$ cat src/verilog/flash_program_control_defs.svh
// constants and register map of the flash program control block
`ifndef FLASH_PROGRAM_CONTROL_DEFS_SVH
`define FLASH_PROGRAM_CONTROL_DEFS_SVH
`define FPC_CTRL_OFS      8'h00
`define FPC_ADDR_OFS      8'h04
`define FPC_WDATA_OFS     8'h08
`define FPC_RDATA_OFS     8'h0c
`define FPC_INT_STAT_OFS  8'h10
`define FPC_INT_MASK_OFS  8'h14
`define FPC_BIT_TOP       7
`define FPC_BIT_CFG       6
`define FPC_BIT_LATCH     5
`define FPC_BIT_ERASE     4
`define FPC_BIT_FAULT     3
`define FPC_BIT_UNLOCK    2
`define FPC_BIT_GO        1
`define FPC_BIT_FETCH     0
`define FPC_CTRL_RESET    8'h80
`define FPC_EV_DONE       0
`define FPC_EV_FAULT      1
`define FPC_EV_FETCH      2
`define FPC_EV_N          3
`define FPC_PROG_TIME_NS  2000
`define FPC_CLK_MHZ       125
`endif

$ cat src/verilog/flash_program_control_pkg.sv
// types shared by the flash program control block
package flash_program_control_pkg;
   typedef enum logic [1:0] {
      ST_IDLE,
      ST_WRITE,
      ST_ERASE,
      ST_LATCH
   } prog_state_e;
endpackage

$ cat src/verilog/flash_program_control.sv
// flash program control: apb registers, program sequencer, fetch and interrupt
//
// The APB slave port and the placing of the registers are this design's own decisions.
`timescale 1ns/1ps
`include "flash_program_control_defs.svh"
module flash_program_control
   import flash_program_control_pkg::*;
#(
   parameter int ADDR_W       = 15,
   parameter int DATA_W       = 14,
   parameter int PROG_TIME_NS = `FPC_PROG_TIME_NS
) (
   input  wire logic              pclk,
   input  wire logic              presetn,
   input  wire logic              psel,
   input  wire logic              penable,
   input  wire logic              pwrite,
   input  wire logic [7:0]        paddr,
   input  wire logic [31:0]       pwdata,
   output logic      [31:0]       prdata,
   output logic                   pready,
   output logic                   pslverr,
   output logic                   irq,
   input  wire logic              abort_in,
   output logic      [ADDR_W-1:0] flash_addr,
   output logic      [DATA_W-1:0] flash_wdata,
   input  wire logic [DATA_W-1:0] flash_rdata,
   output logic                   flash_read,
   output logic                   flash_write,
   output logic                   flash_erase,
   output logic                   flash_latch,
   output logic                   cfg_space
);
   localparam int PROG_CYC_I = (PROG_TIME_NS * `FPC_CLK_MHZ + 999) / 1000;
   localparam logic [15:0] PROG_CYC = 16'(PROG_CYC_I < 1 ? 1 : PROG_CYC_I);

   prog_state_e           state_r;
   logic [15:0]           timer_r;
   logic                  cfg_r;
   logic                  latch_only_r;
   logic                  erase_sel_r;
   logic                  fault_r;
   logic                  unlock_r;
   logic                  go_r;
   logic                  fetch_r;
   logic [ADDR_W-1:0]     addr_r;
   logic [DATA_W-1:0]     wdata_r;
   logic [DATA_W-1:0]     rdata_r;
   logic [`FPC_EV_N-1:0]  int_stat_r;
   logic [`FPC_EV_N-1:0]  int_mask_r;
   logic [`FPC_EV_N-1:0]  ev;
   logic [31:0]           rd_nxt;
   logic [31:0]           prdata_r;
   logic                  abort_m_r;
   logic                  abort_s_r;
   logic                  acc;
   logic                  wr;
   logic                  rd;
   logic                  mapped;
   logic                  ctrl_wr;
   logic                  go_req;
   logic                  launch;
   logic                  refused;
   logic                  busy;
   logic                  op_end;
   logic                  aborted;
   logic [15:0]           wr_len_r;

   // apb: zero wait states, one access phase per transfer
   assign acc     = psel & penable;
   assign wr      = acc & pwrite;
   assign rd      = acc & ~pwrite;
   assign pready  = 1'b1;
   assign mapped  = (paddr == `FPC_CTRL_OFS) || (paddr == `FPC_ADDR_OFS) ||
                    (paddr == `FPC_WDATA_OFS) || (paddr == `FPC_RDATA_OFS) ||
                    (paddr == `FPC_INT_STAT_OFS) || (paddr == `FPC_INT_MASK_OFS);
   assign pslverr = acc & ~mapped;
   assign ctrl_wr = wr && paddr == `FPC_CTRL_OFS;

   // abort comes from outside the clock domain
   always_ff @(posedge pclk or negedge presetn) begin
      if (!presetn) begin
         abort_m_r <= 1'b0;
         abort_s_r <= 1'b0;
      end else begin
         abort_m_r <= abort_in;
         abort_s_r <= abort_m_r;
      end
   end

   // program sequencer
   assign busy    = state_r != ST_IDLE;
   assign go_req  = ctrl_wr & pwdata[`FPC_BIT_GO] & ~go_r;
   assign launch  = go_req & unlock_r;
   assign refused = go_req & ~unlock_r;
   assign aborted = busy & abort_s_r;
   assign op_end  = busy & ~abort_s_r & (timer_r == 16'h0000);

   always_ff @(posedge pclk or negedge presetn) begin
      if (!presetn) begin
         state_r <= ST_IDLE;
         timer_r <= 16'h0000;
      end else begin
         case (state_r)
            ST_IDLE: begin
               if (launch) begin
                  timer_r <= PROG_CYC - 16'h0001;
                  if (erase_sel_r) begin
                     state_r <= ST_ERASE;
                  end else if (latch_only_r) begin
                     state_r <= ST_LATCH;
                     timer_r <= 16'h0000;
                  end else begin
                     state_r <= ST_WRITE;
                  end
               end
            end
            default: begin
               if (aborted || op_end) begin
                  state_r <= ST_IDLE;
               end else begin
                  timer_r <= timer_r - 16'h0001;
               end
            end
         endcase
      end
   end

   // array strobes last for the whole self-timed operation
   assign flash_write = state_r == ST_WRITE;
   assign flash_erase = state_r == ST_ERASE;
   assign flash_latch = state_r == ST_LATCH;
   assign flash_read  = fetch_r;
   assign flash_addr  = addr_r;
   assign flash_wdata = wdata_r;
   assign cfg_space   = cfg_r;

   // control register bits that software writes plainly
   always_ff @(posedge pclk or negedge presetn) begin
      if (!presetn) begin
         cfg_r        <= 1'b0;
         latch_only_r <= 1'b0;
         unlock_r     <= 1'b0;
      end else if (ctrl_wr) begin
         cfg_r        <= pwdata[`FPC_BIT_CFG];
         latch_only_r <= pwdata[`FPC_BIT_LATCH];
         unlock_r     <= pwdata[`FPC_BIT_UNLOCK];
      end
   end

   // erase select frozen while busy so the running operation keeps its kind
   always_ff @(posedge pclk or negedge presetn) begin
      if (!presetn) begin
         erase_sel_r <= 1'b0;
      end else if (op_end && state_r == ST_ERASE) begin
         erase_sel_r <= 1'b0;
      end else if (ctrl_wr && !busy) begin
         erase_sel_r <= pwdata[`FPC_BIT_ERASE];
      end
   end

   // fault: set wins over a software clear; a normal end clears it
   always_ff @(posedge pclk or negedge presetn) begin
      if (!presetn) begin
         fault_r <= 1'b0;
      end else if (launch || refused || aborted) begin
         fault_r <= 1'b1;
      end else if (op_end) begin
         fault_r <= 1'b0;
      end else if (ctrl_wr) begin
         fault_r <= pwdata[`FPC_BIT_FAULT];
      end
   end

   // go only sets from software, only the sequencer clears it
   always_ff @(posedge pclk or negedge presetn) begin
      if (!presetn) begin
         go_r <= 1'b0;
      end else if (launch) begin
         go_r <= 1'b1;
      end else if (aborted || op_end) begin
         go_r <= 1'b0;
      end
   end

   // one-cycle fetch; rdata captured at its end
   always_ff @(posedge pclk or negedge presetn) begin
      if (!presetn) begin
         fetch_r <= 1'b0;
         rdata_r <= '0;
      end else begin
         fetch_r <= ctrl_wr & pwdata[`FPC_BIT_FETCH] & ~fetch_r;
         if (fetch_r) begin
            rdata_r <= flash_rdata;
         end
      end
   end

   // address and data holding registers
   always_ff @(posedge pclk or negedge presetn) begin
      if (!presetn) begin
         addr_r  <= '0;
         wdata_r <= '0;
      end else if (wr && !busy) begin
         if (paddr == `FPC_ADDR_OFS) begin
            addr_r <= pwdata[ADDR_W-1:0];
         end else if (paddr == `FPC_WDATA_OFS) begin
            wdata_r <= pwdata[DATA_W-1:0];
         end
      end
   end

   // interrupts: sticky, cleared by reading status, a new event wins
   always_comb begin
      ev                = '0;
      ev[`FPC_EV_DONE]  = op_end;
      ev[`FPC_EV_FAULT] = refused | aborted;
      ev[`FPC_EV_FETCH] = fetch_r;
   end

   always_ff @(posedge pclk or negedge presetn) begin
      if (!presetn) begin
         int_stat_r <= '0;
         int_mask_r <= '0;
      end else begin
         if (rd && paddr == `FPC_INT_STAT_OFS) begin
            // clear only what the reader saw; a bit set after the snapshot survives
            int_stat_r <= (int_stat_r & ~prdata_r[`FPC_EV_N-1:0]) | ev;
         end else begin
            int_stat_r <= int_stat_r | ev;
         end
         if (wr && paddr == `FPC_INT_MASK_OFS) begin
            int_mask_r <= pwdata[`FPC_EV_N-1:0];
         end
      end
   end

   assign irq = |(int_stat_r & int_mask_r);

   // read data built in the setup cycle, presented during the access phase
   always_comb begin
      rd_nxt = 32'h0000_0000;
      if (paddr == `FPC_CTRL_OFS) begin
         rd_nxt[`FPC_BIT_TOP]    = 1'b1;
         rd_nxt[`FPC_BIT_CFG]    = cfg_r;
         rd_nxt[`FPC_BIT_LATCH]  = latch_only_r;
         rd_nxt[`FPC_BIT_ERASE]  = erase_sel_r;
         rd_nxt[`FPC_BIT_FAULT]  = fault_r;
         rd_nxt[`FPC_BIT_UNLOCK] = unlock_r;
         rd_nxt[`FPC_BIT_GO]     = go_r;
         rd_nxt[`FPC_BIT_FETCH]  = fetch_r;
      end else if (paddr == `FPC_ADDR_OFS) begin
         rd_nxt[ADDR_W-1:0] = addr_r;
      end else if (paddr == `FPC_WDATA_OFS) begin
         rd_nxt[DATA_W-1:0] = wdata_r;
      end else if (paddr == `FPC_RDATA_OFS) begin
         rd_nxt[DATA_W-1:0] = rdata_r;
      end else if (paddr == `FPC_INT_STAT_OFS) begin
         rd_nxt[`FPC_EV_N-1:0] = int_stat_r;
      end else if (paddr == `FPC_INT_MASK_OFS) begin
         rd_nxt[`FPC_EV_N-1:0] = int_mask_r;
      end
   end

   always_ff @(posedge pclk or negedge presetn) begin
      if (!presetn) begin
         prdata_r <= 32'h0000_0000;
      end else if (psel && !penable && !pwrite) begin
         prdata_r <= rd_nxt;
      end
   end

   assign prdata = prdata_r;

   // helper for the strobe length check: cycles flash_write has stood
   always_ff @(posedge pclk or negedge presetn) begin
      if (!presetn) begin
         wr_len_r <= 16'h0000;
      end else if (flash_write) begin
         wr_len_r <= wr_len_r + 16'h0001;
      end else begin
         wr_len_r <= 16'h0000;
      end
   end
endmodule

$ cat config.mk
export PLATFORM = sky130hd
export DESIGN_NAME = flash_program_control
export DESIGN_NICKNAME = d
export VERILOG_FILES = /design/src/verilog/flash_program_control_pkg.sv /design/src/verilog/flash_program_control.sv
export VERILOG_INCLUDE_DIRS = /design/src /design/src/verilog
export SDC_FILE = /design/constraint.sdc
export NUM_CORES = 1
export LEC_CHECK = 0
export BUFFER_PORTS_ARGS = -buffer_cell sky130_fd_sc_hd__buf_2
export CAP_MARGIN = 10
export CORE_AREA = 2 2 132 134
export CTS_CLUSTER_DIAMETER = 30
export DETAILED_ROUTE_END_ITERATION = 6
export DIE_AREA = 0 0 134 136
export SYNTH_ARGS = -nofsm -noshare
export SYNTH_HDL_FRONTEND = slang
export SYNTH_SLANG_ARGS = --single-unit
$ cat constraint.sdc
create_clock -name pclk -period 5.3 [get_ports pclk]
set_input_delay 1.325 -clock pclk [delete_from_list [all_inputs] [get_ports pclk]]
set_output_delay 1.325 -clock pclk [all_outputs]
set_load 0.1 [all_outputs]
# Yosys cells after proc, flatten, opt, wreduce, memory -nomap -nowiden
# Cells that the tools add are included.
totals:
  ff_bits: 91
  in_bits: 60
  out_inout_bits: 69
  wordCells: 113
op_classes:
  n_addsub: 1
  n_eq_ne: 10
  mux: 27
  n_bitwise: 26
  n_reduce_logical: 32
ops:
  columns: ["operator", "count"]
  rows:
  - ["16-bit 2-to-1 mux", 4]
  - ["14-bit 2-to-1 mux", 2]
  - ["8-bit by 4-bit == test with 1-bit output (second input constant)", 2]
  - ["8-bit by 5-bit == test with 1-bit output (second input constant)", 2]
  - ["16-bit logical NOT", 1]
  - ["8-bit 2-to-1 mux", 2]
  - ["16-bit by 1-bit subtractor with 16-bit output (second input constant)", 1]
  - ["1-bit bitwise AND", 13]
  - ["3-bit 2-to-1 mux", 4]
  - ["11-bit 2-to-1 mux", 1]
  - ["2-bit 2-to-1 mux", 5]
  - ["8-bit by 3-bit == test with 1-bit output (second input constant)", 1]
  - ["1-bit logical AND", 8]
  - ["8-bit logical NOT", 1]
  - ["1-bit logical OR", 8]
  - ["1-bit 2-to-1 mux", 8]
  - ["2-bit nonzero test", 4]
  - ["7-bit 2-to-1 mux", 1]
  - ["1-bit inverter", 7]
  - ["3-bit bitwise AND", 2]
  - ["3-bit OR", 2]
  - ["2-bit AND reduction", 3]
  - ["2-bit == test (second input constant)", 2]
  - ["1-bit logical NOT", 3]
  - ["other kinds (9)", 9]

# Depth between registers and ports, before layout
depth:
  ltp_word: 9
  depth_mapped: 7
  depth_no_buf: 6

# Worst setup path before layout
# OpenSTA, ideal clock, no wires.
synth_path:
  kind: "input port to output port"
  from: "input paddr[3]"
  to: "output pslverr"
  arrival_time_ns: 3.519
  required_time_ns: 3.975
  path_slack_ns: 0.456
  cell_stages: 4
  n_path_buf: 2
  cell_sequence: "clkbuf_1 -> buf_1 -> nand2_1 -> a21oi_1"
synth_between:
  elab_chain_cells: 8
  elab_cells_between_ends: 13
  cone_classes: "eq/ne: 5; bitwise: 2; reduce/logical: 6"
synth_lines:
  columns: ["item", "line", "source"]
  rows:
  - ["from (decl)", "flash_program_control.sv:18", "input wire logic [7:0] paddr,"]
  - ["8-bit by 3-bit == test with 1-bit output (no line) or 8-bit logical NOT (tied branches)", null, null]
  - ["1-bit logical OR (4 in series)", "flash_program_control.sv:74", "assign mapped = (paddr == `FPC_CTRL_OFS) || (paddr == `FPC_ADDR_OFS) ||"]
  - ["1-bit logical OR *", "flash_program_control.sv:74", null]
  - ["1-bit inverter *", "flash_program_control.sv:77", "assign pslverr = acc & ~mapped;"]
  - ["1-bit bitwise AND *", "flash_program_control.sv:77", null]
  - ["to (decl)", "flash_program_control.sv:22", "output logic pslverr,"]
# Mark *: on every way between the ends. The rest lies on a longest branch, timed or not.

# Worst setup path in the final report
layout_path:
  from: "input paddr[7]"
  to: "output pslverr"
# The elaborated chain is that of the path after synthesis.

==> impl_metrics.tcl <==
set metrics [dict create \
    rows 48 \
    io_pins 129 \
    core_area_sq_um 16900 \
    synth_cell_types 64 \
    diodes 0 \
    cts_tree "yes" \
    post-dp-hpwl_um 8780 \
    combPwrFrac_pct 11.0 \
    synthCells 411 \
    seqPwrFrac_pct 46.8 \
    intPower_uw 1100 \
    period_share_pct 75.0 \
    avgSynthCellArea_sq_um 11.6 \
    reg2reg_depth 6 \
    post_drt_wl_per_cell_um 17.1 \
    cp_max_fo 7 \
    viasPerCell 5.07 \
    finalHoldViolations 0 \
    synth_edf_count 0 \
    tightest_slew_ps 1080 \
    tns_ps 0 \
    dp_cells 708 \
    die_h_um 136 \
    cp-end-kind "primary output" \
    die-area_sq_um 18200 \
    status "complete, no violations" \
    cts.sinks 91 \
    worstPathRequired_ps 3970 \
    postRouteAntennaNets 0 \
    dr.pass1.iters 4 \
    ctsHoldBuffers 0 \
    syn_to_final_growth_pct 18.9 \
    drcViolationCount 0 \
    finClkSkew_ps 12.0 \
    finalSetupViolCount 0 \
    post_cts_buffers 0 \
    path_clk_slew_ps 60 \
    hp-class "flop to flop" \
    critPathKind "primary input to primary output" \
    antenna_found_initial 0 \
    clockPowerShare_pct 42.2 \
    p_leak_uw 0.00285 \
    drt_iter0_drc 227 \
    cts_resized 0 \
    fin_cells 724 \
    grt_max_degree 60 \
    cts-root-buf "clkbuf_16" \
    max_slew_margin_pct 27.0 \
    ys_seq_elements 91 \
    numPortBuffers 93 \
    grt_overflow 0 \
    routed_wl_um 12400 \
    yosysSeqAreaShare_pct 47.7 \
    slew_violations 0 \
    max-vdd-ir-drop_mv 0.158 \
    htree_levels 3 \
    synthesis.area_sq_um 4770 \
    ys_warn_count 0 \
    vias 3670 \
    first_global_vias 3602 \
    arrival_ps 2650 \
    ctsLongestPathBuffers 2 \
    dp_slack_ps 1330 \
    worstSkewPairLatency_ps 350 \
    rsz0062_at_grt "no" \
    rrSetupSlack_ps 2680 \
    fin_util_pct 33.6 \
    p_sw_uw 405 \
    setup_ws_ps 1320 \
    holdWs_ps 352 \
    critPathLaunchType "primary input" \
    track_usage_pct 13.8 \
    grt_pass1_wl_um 19600 \
    max-cap-violations 0 \
    drive_above_1_share_pct 37.3 \
    start_util_pct 28.3 \
    die_w_um 134 \
    fmax_mhz 252 \
    fin_nets 556 \
    cts_buffers 9 \
    netSwitchingFraction_pct 26.9 \
    min_period_ps 3980 \
    async_reset_ff_share_pct 100 \
    place.gp.congestion 0.799 \
    power_density_nw_per_um2 266 \
    holdPathStages 0 \
    yosys_most_used_dff "dfrtp_1" \
]
## registers in the layout, indices dropped and copies added, names as in the netlist
register,count
flash_wdata,14
rdata_r,14
state_r,2
cfg_space,1
int_stat_r,3
timer_r,16
abort_s_r,1
prdata,15
int_mask_r,3
erase_sel_r,1
go_r,1
latch_only_r,1
flash_read,1
abort_m_r,1
flash_addr,15
unlock_r,1
fault_r,1
## logic make-up after synthesis
family / after synthesis / share of synthesized area (%)
AOI/OAI and AO/OA: 76 / 11.7
adders and majority gates: 2 / 0.524
buffers and inverters: 48 / 5.56
DFF: 91 / 47.7
muxes: 76 / 20.1
other: 2 / 0.157
and+or+nand+nor: 116 / 14.2
## cell usage after synthesis, types with 2 or more instances
| cell | count | area (sq um) |
|---|---|---|
| a21o_1 | 3 | 22.5 |
| nor4_1 | 9 | 56.3 |
| buf_4 | 18 | 135 |
| ha_1 | 2 | 25.0 |
| buf_1 | 4 | 15.0 |
| dfrtp_1 | 91 | 2280 |
| a21oi_1 | 12 | 60.1 |
| clkbuf_1 | 15 | 56.3 |
| nor2b_1 | 6 | 37.5 |
| a31oi_1 | 3 | 18.8 |
| o21ba_2 | 2 | 20.0 |
| o21ai_0 | 9 | 45.0 |
| a22o_1 | 15 | 131 |
| conb_1 | 2 | 7.51 |
| nand3_1 | 5 | 25.0 |
| nand3_4 | 2 | 35.0 |
| mux4_2 | 4 | 90.1 |
| or2_2 | 2 | 12.5 |
| buf_6 | 2 | 22.5 |
| and2_1 | 3 | 18.8 |
| a211oi_1 | 5 | 37.5 |
| and3_1 | 3 | 18.8 |
| nor4b_1 | 2 | 17.5 |
| o22ai_1 | 3 | 18.8 |
| nor3b_1 | 3 | 22.5 |
| inv_1 | 7 | 26.3 |
| mux2_4 | 20 | 300 |
| mux2i_1 | 14 | 140 |
| nand2_1 | 36 | 135 |
| a2111oi_0 | 2 | 17.5 |
| o211ai_1 | 5 | 37.5 |
| nor2_1 | 10 | 37.5 |
| nor3_1 | 7 | 35.0 |
| o221ai_1 | 2 | 17.5 |
| mux2_2 | 38 | 428 |
| nand4_1 | 7 | 43.8 |
| and4_1 | 4 | 35.0 |
| nand2b_1 | 7 | 43.8 |
| buf_2 | 2 | 10.0 |
## final timing paths
path,from,endpoint
max,paddr[7],pslverr
min,abort_m_r$_DFF_PN0_,abort_s_r$_DFF_PN0_
max reg2reg,timer_r[0]$_DFFE_PN0P_,timer_r[12]$_DFFE_PN0P_
min reg2reg,abort_m_r$_DFF_PN0_,abort_s_r$_DFF_PN0_
max in group asynchronous,presetn,flash_wdata[1]$_DFFE_PN0P_
min in group asynchronous,presetn,flash_wdata[8]$_DFFE_PN0P_
## placed cells by master, fill, tap and decap left out, types with 4 or more instances in the layout
master	count
buf_2	92
dfrtp_1	91
mux2_2	38
nand2_1	36
mux2_4	20
conb_1	18
a22o_1	15
mux2i_1	14
a21oi_1	12
nor2_1	10
nor4_1	9
o21ai_0	9
clkbuf_16	9
inv_1	7
nand4_1	7
nor3_1	7
nand2b_1	7
nor2b_1	6
o211ai_1	5
nand3_1	5
a211oi_1	5
buf_4	5
and4_1	4
mux4_2	4
clkbuf_8	4
## worst max-delay path, stage by stage
cell and delay [ps]:
buf_2 110, or4_4 560, nor2_1 110, buf_4 160, a21oi_1 80, buf_2 290
## power by group through the flow
stage	Sequential, uW	Clock, uW	Combinational [uW]
finish	706	637	165
global route	706	681	174
CTS	706	656	166
detailed placement	719	0	166
global placement	718	0	165
floorplan	744	0	101
## metal layers
| metal | global-route usage [%] | vias up | part of all wire [%] |
|---|---|---|---|
| met5 | 0 | - | 0 |
| met4 | 5.14 | 0 | 2.3 |
| met3 | 3.32 | 21 | 5.2 |
| met2 | 21.5 | 114 | 47 |
| met1 | 18.6 | 1878 | 46 |
| li1 | - | 1657 | - |
## layout make-up
| type | instances | area, sq um |
|---|---|---|
| Timing Repair Buffer | 97 | 498 |
| Clock buffer | 14 | 284 |
| Fill cell | 1704 | 11200 |
| Tap cell | 225 | 282 |
| Inverter | 7 | 26.3 |
| Sequential cell | 91 | 2280 |
| Multi-Input combinational cell | 288 | 2290 |
| Clock inverter | 2 | 16.3 |
## metrics by stage
step	instance area, sq um	power [uW]
floorplan	4830	845
finish	5670	1510
CTS	5670	1530
global placement	5370	883
detailed placement	5370	885
global route	5670	1560
Power figures use the tool's default switching activity.
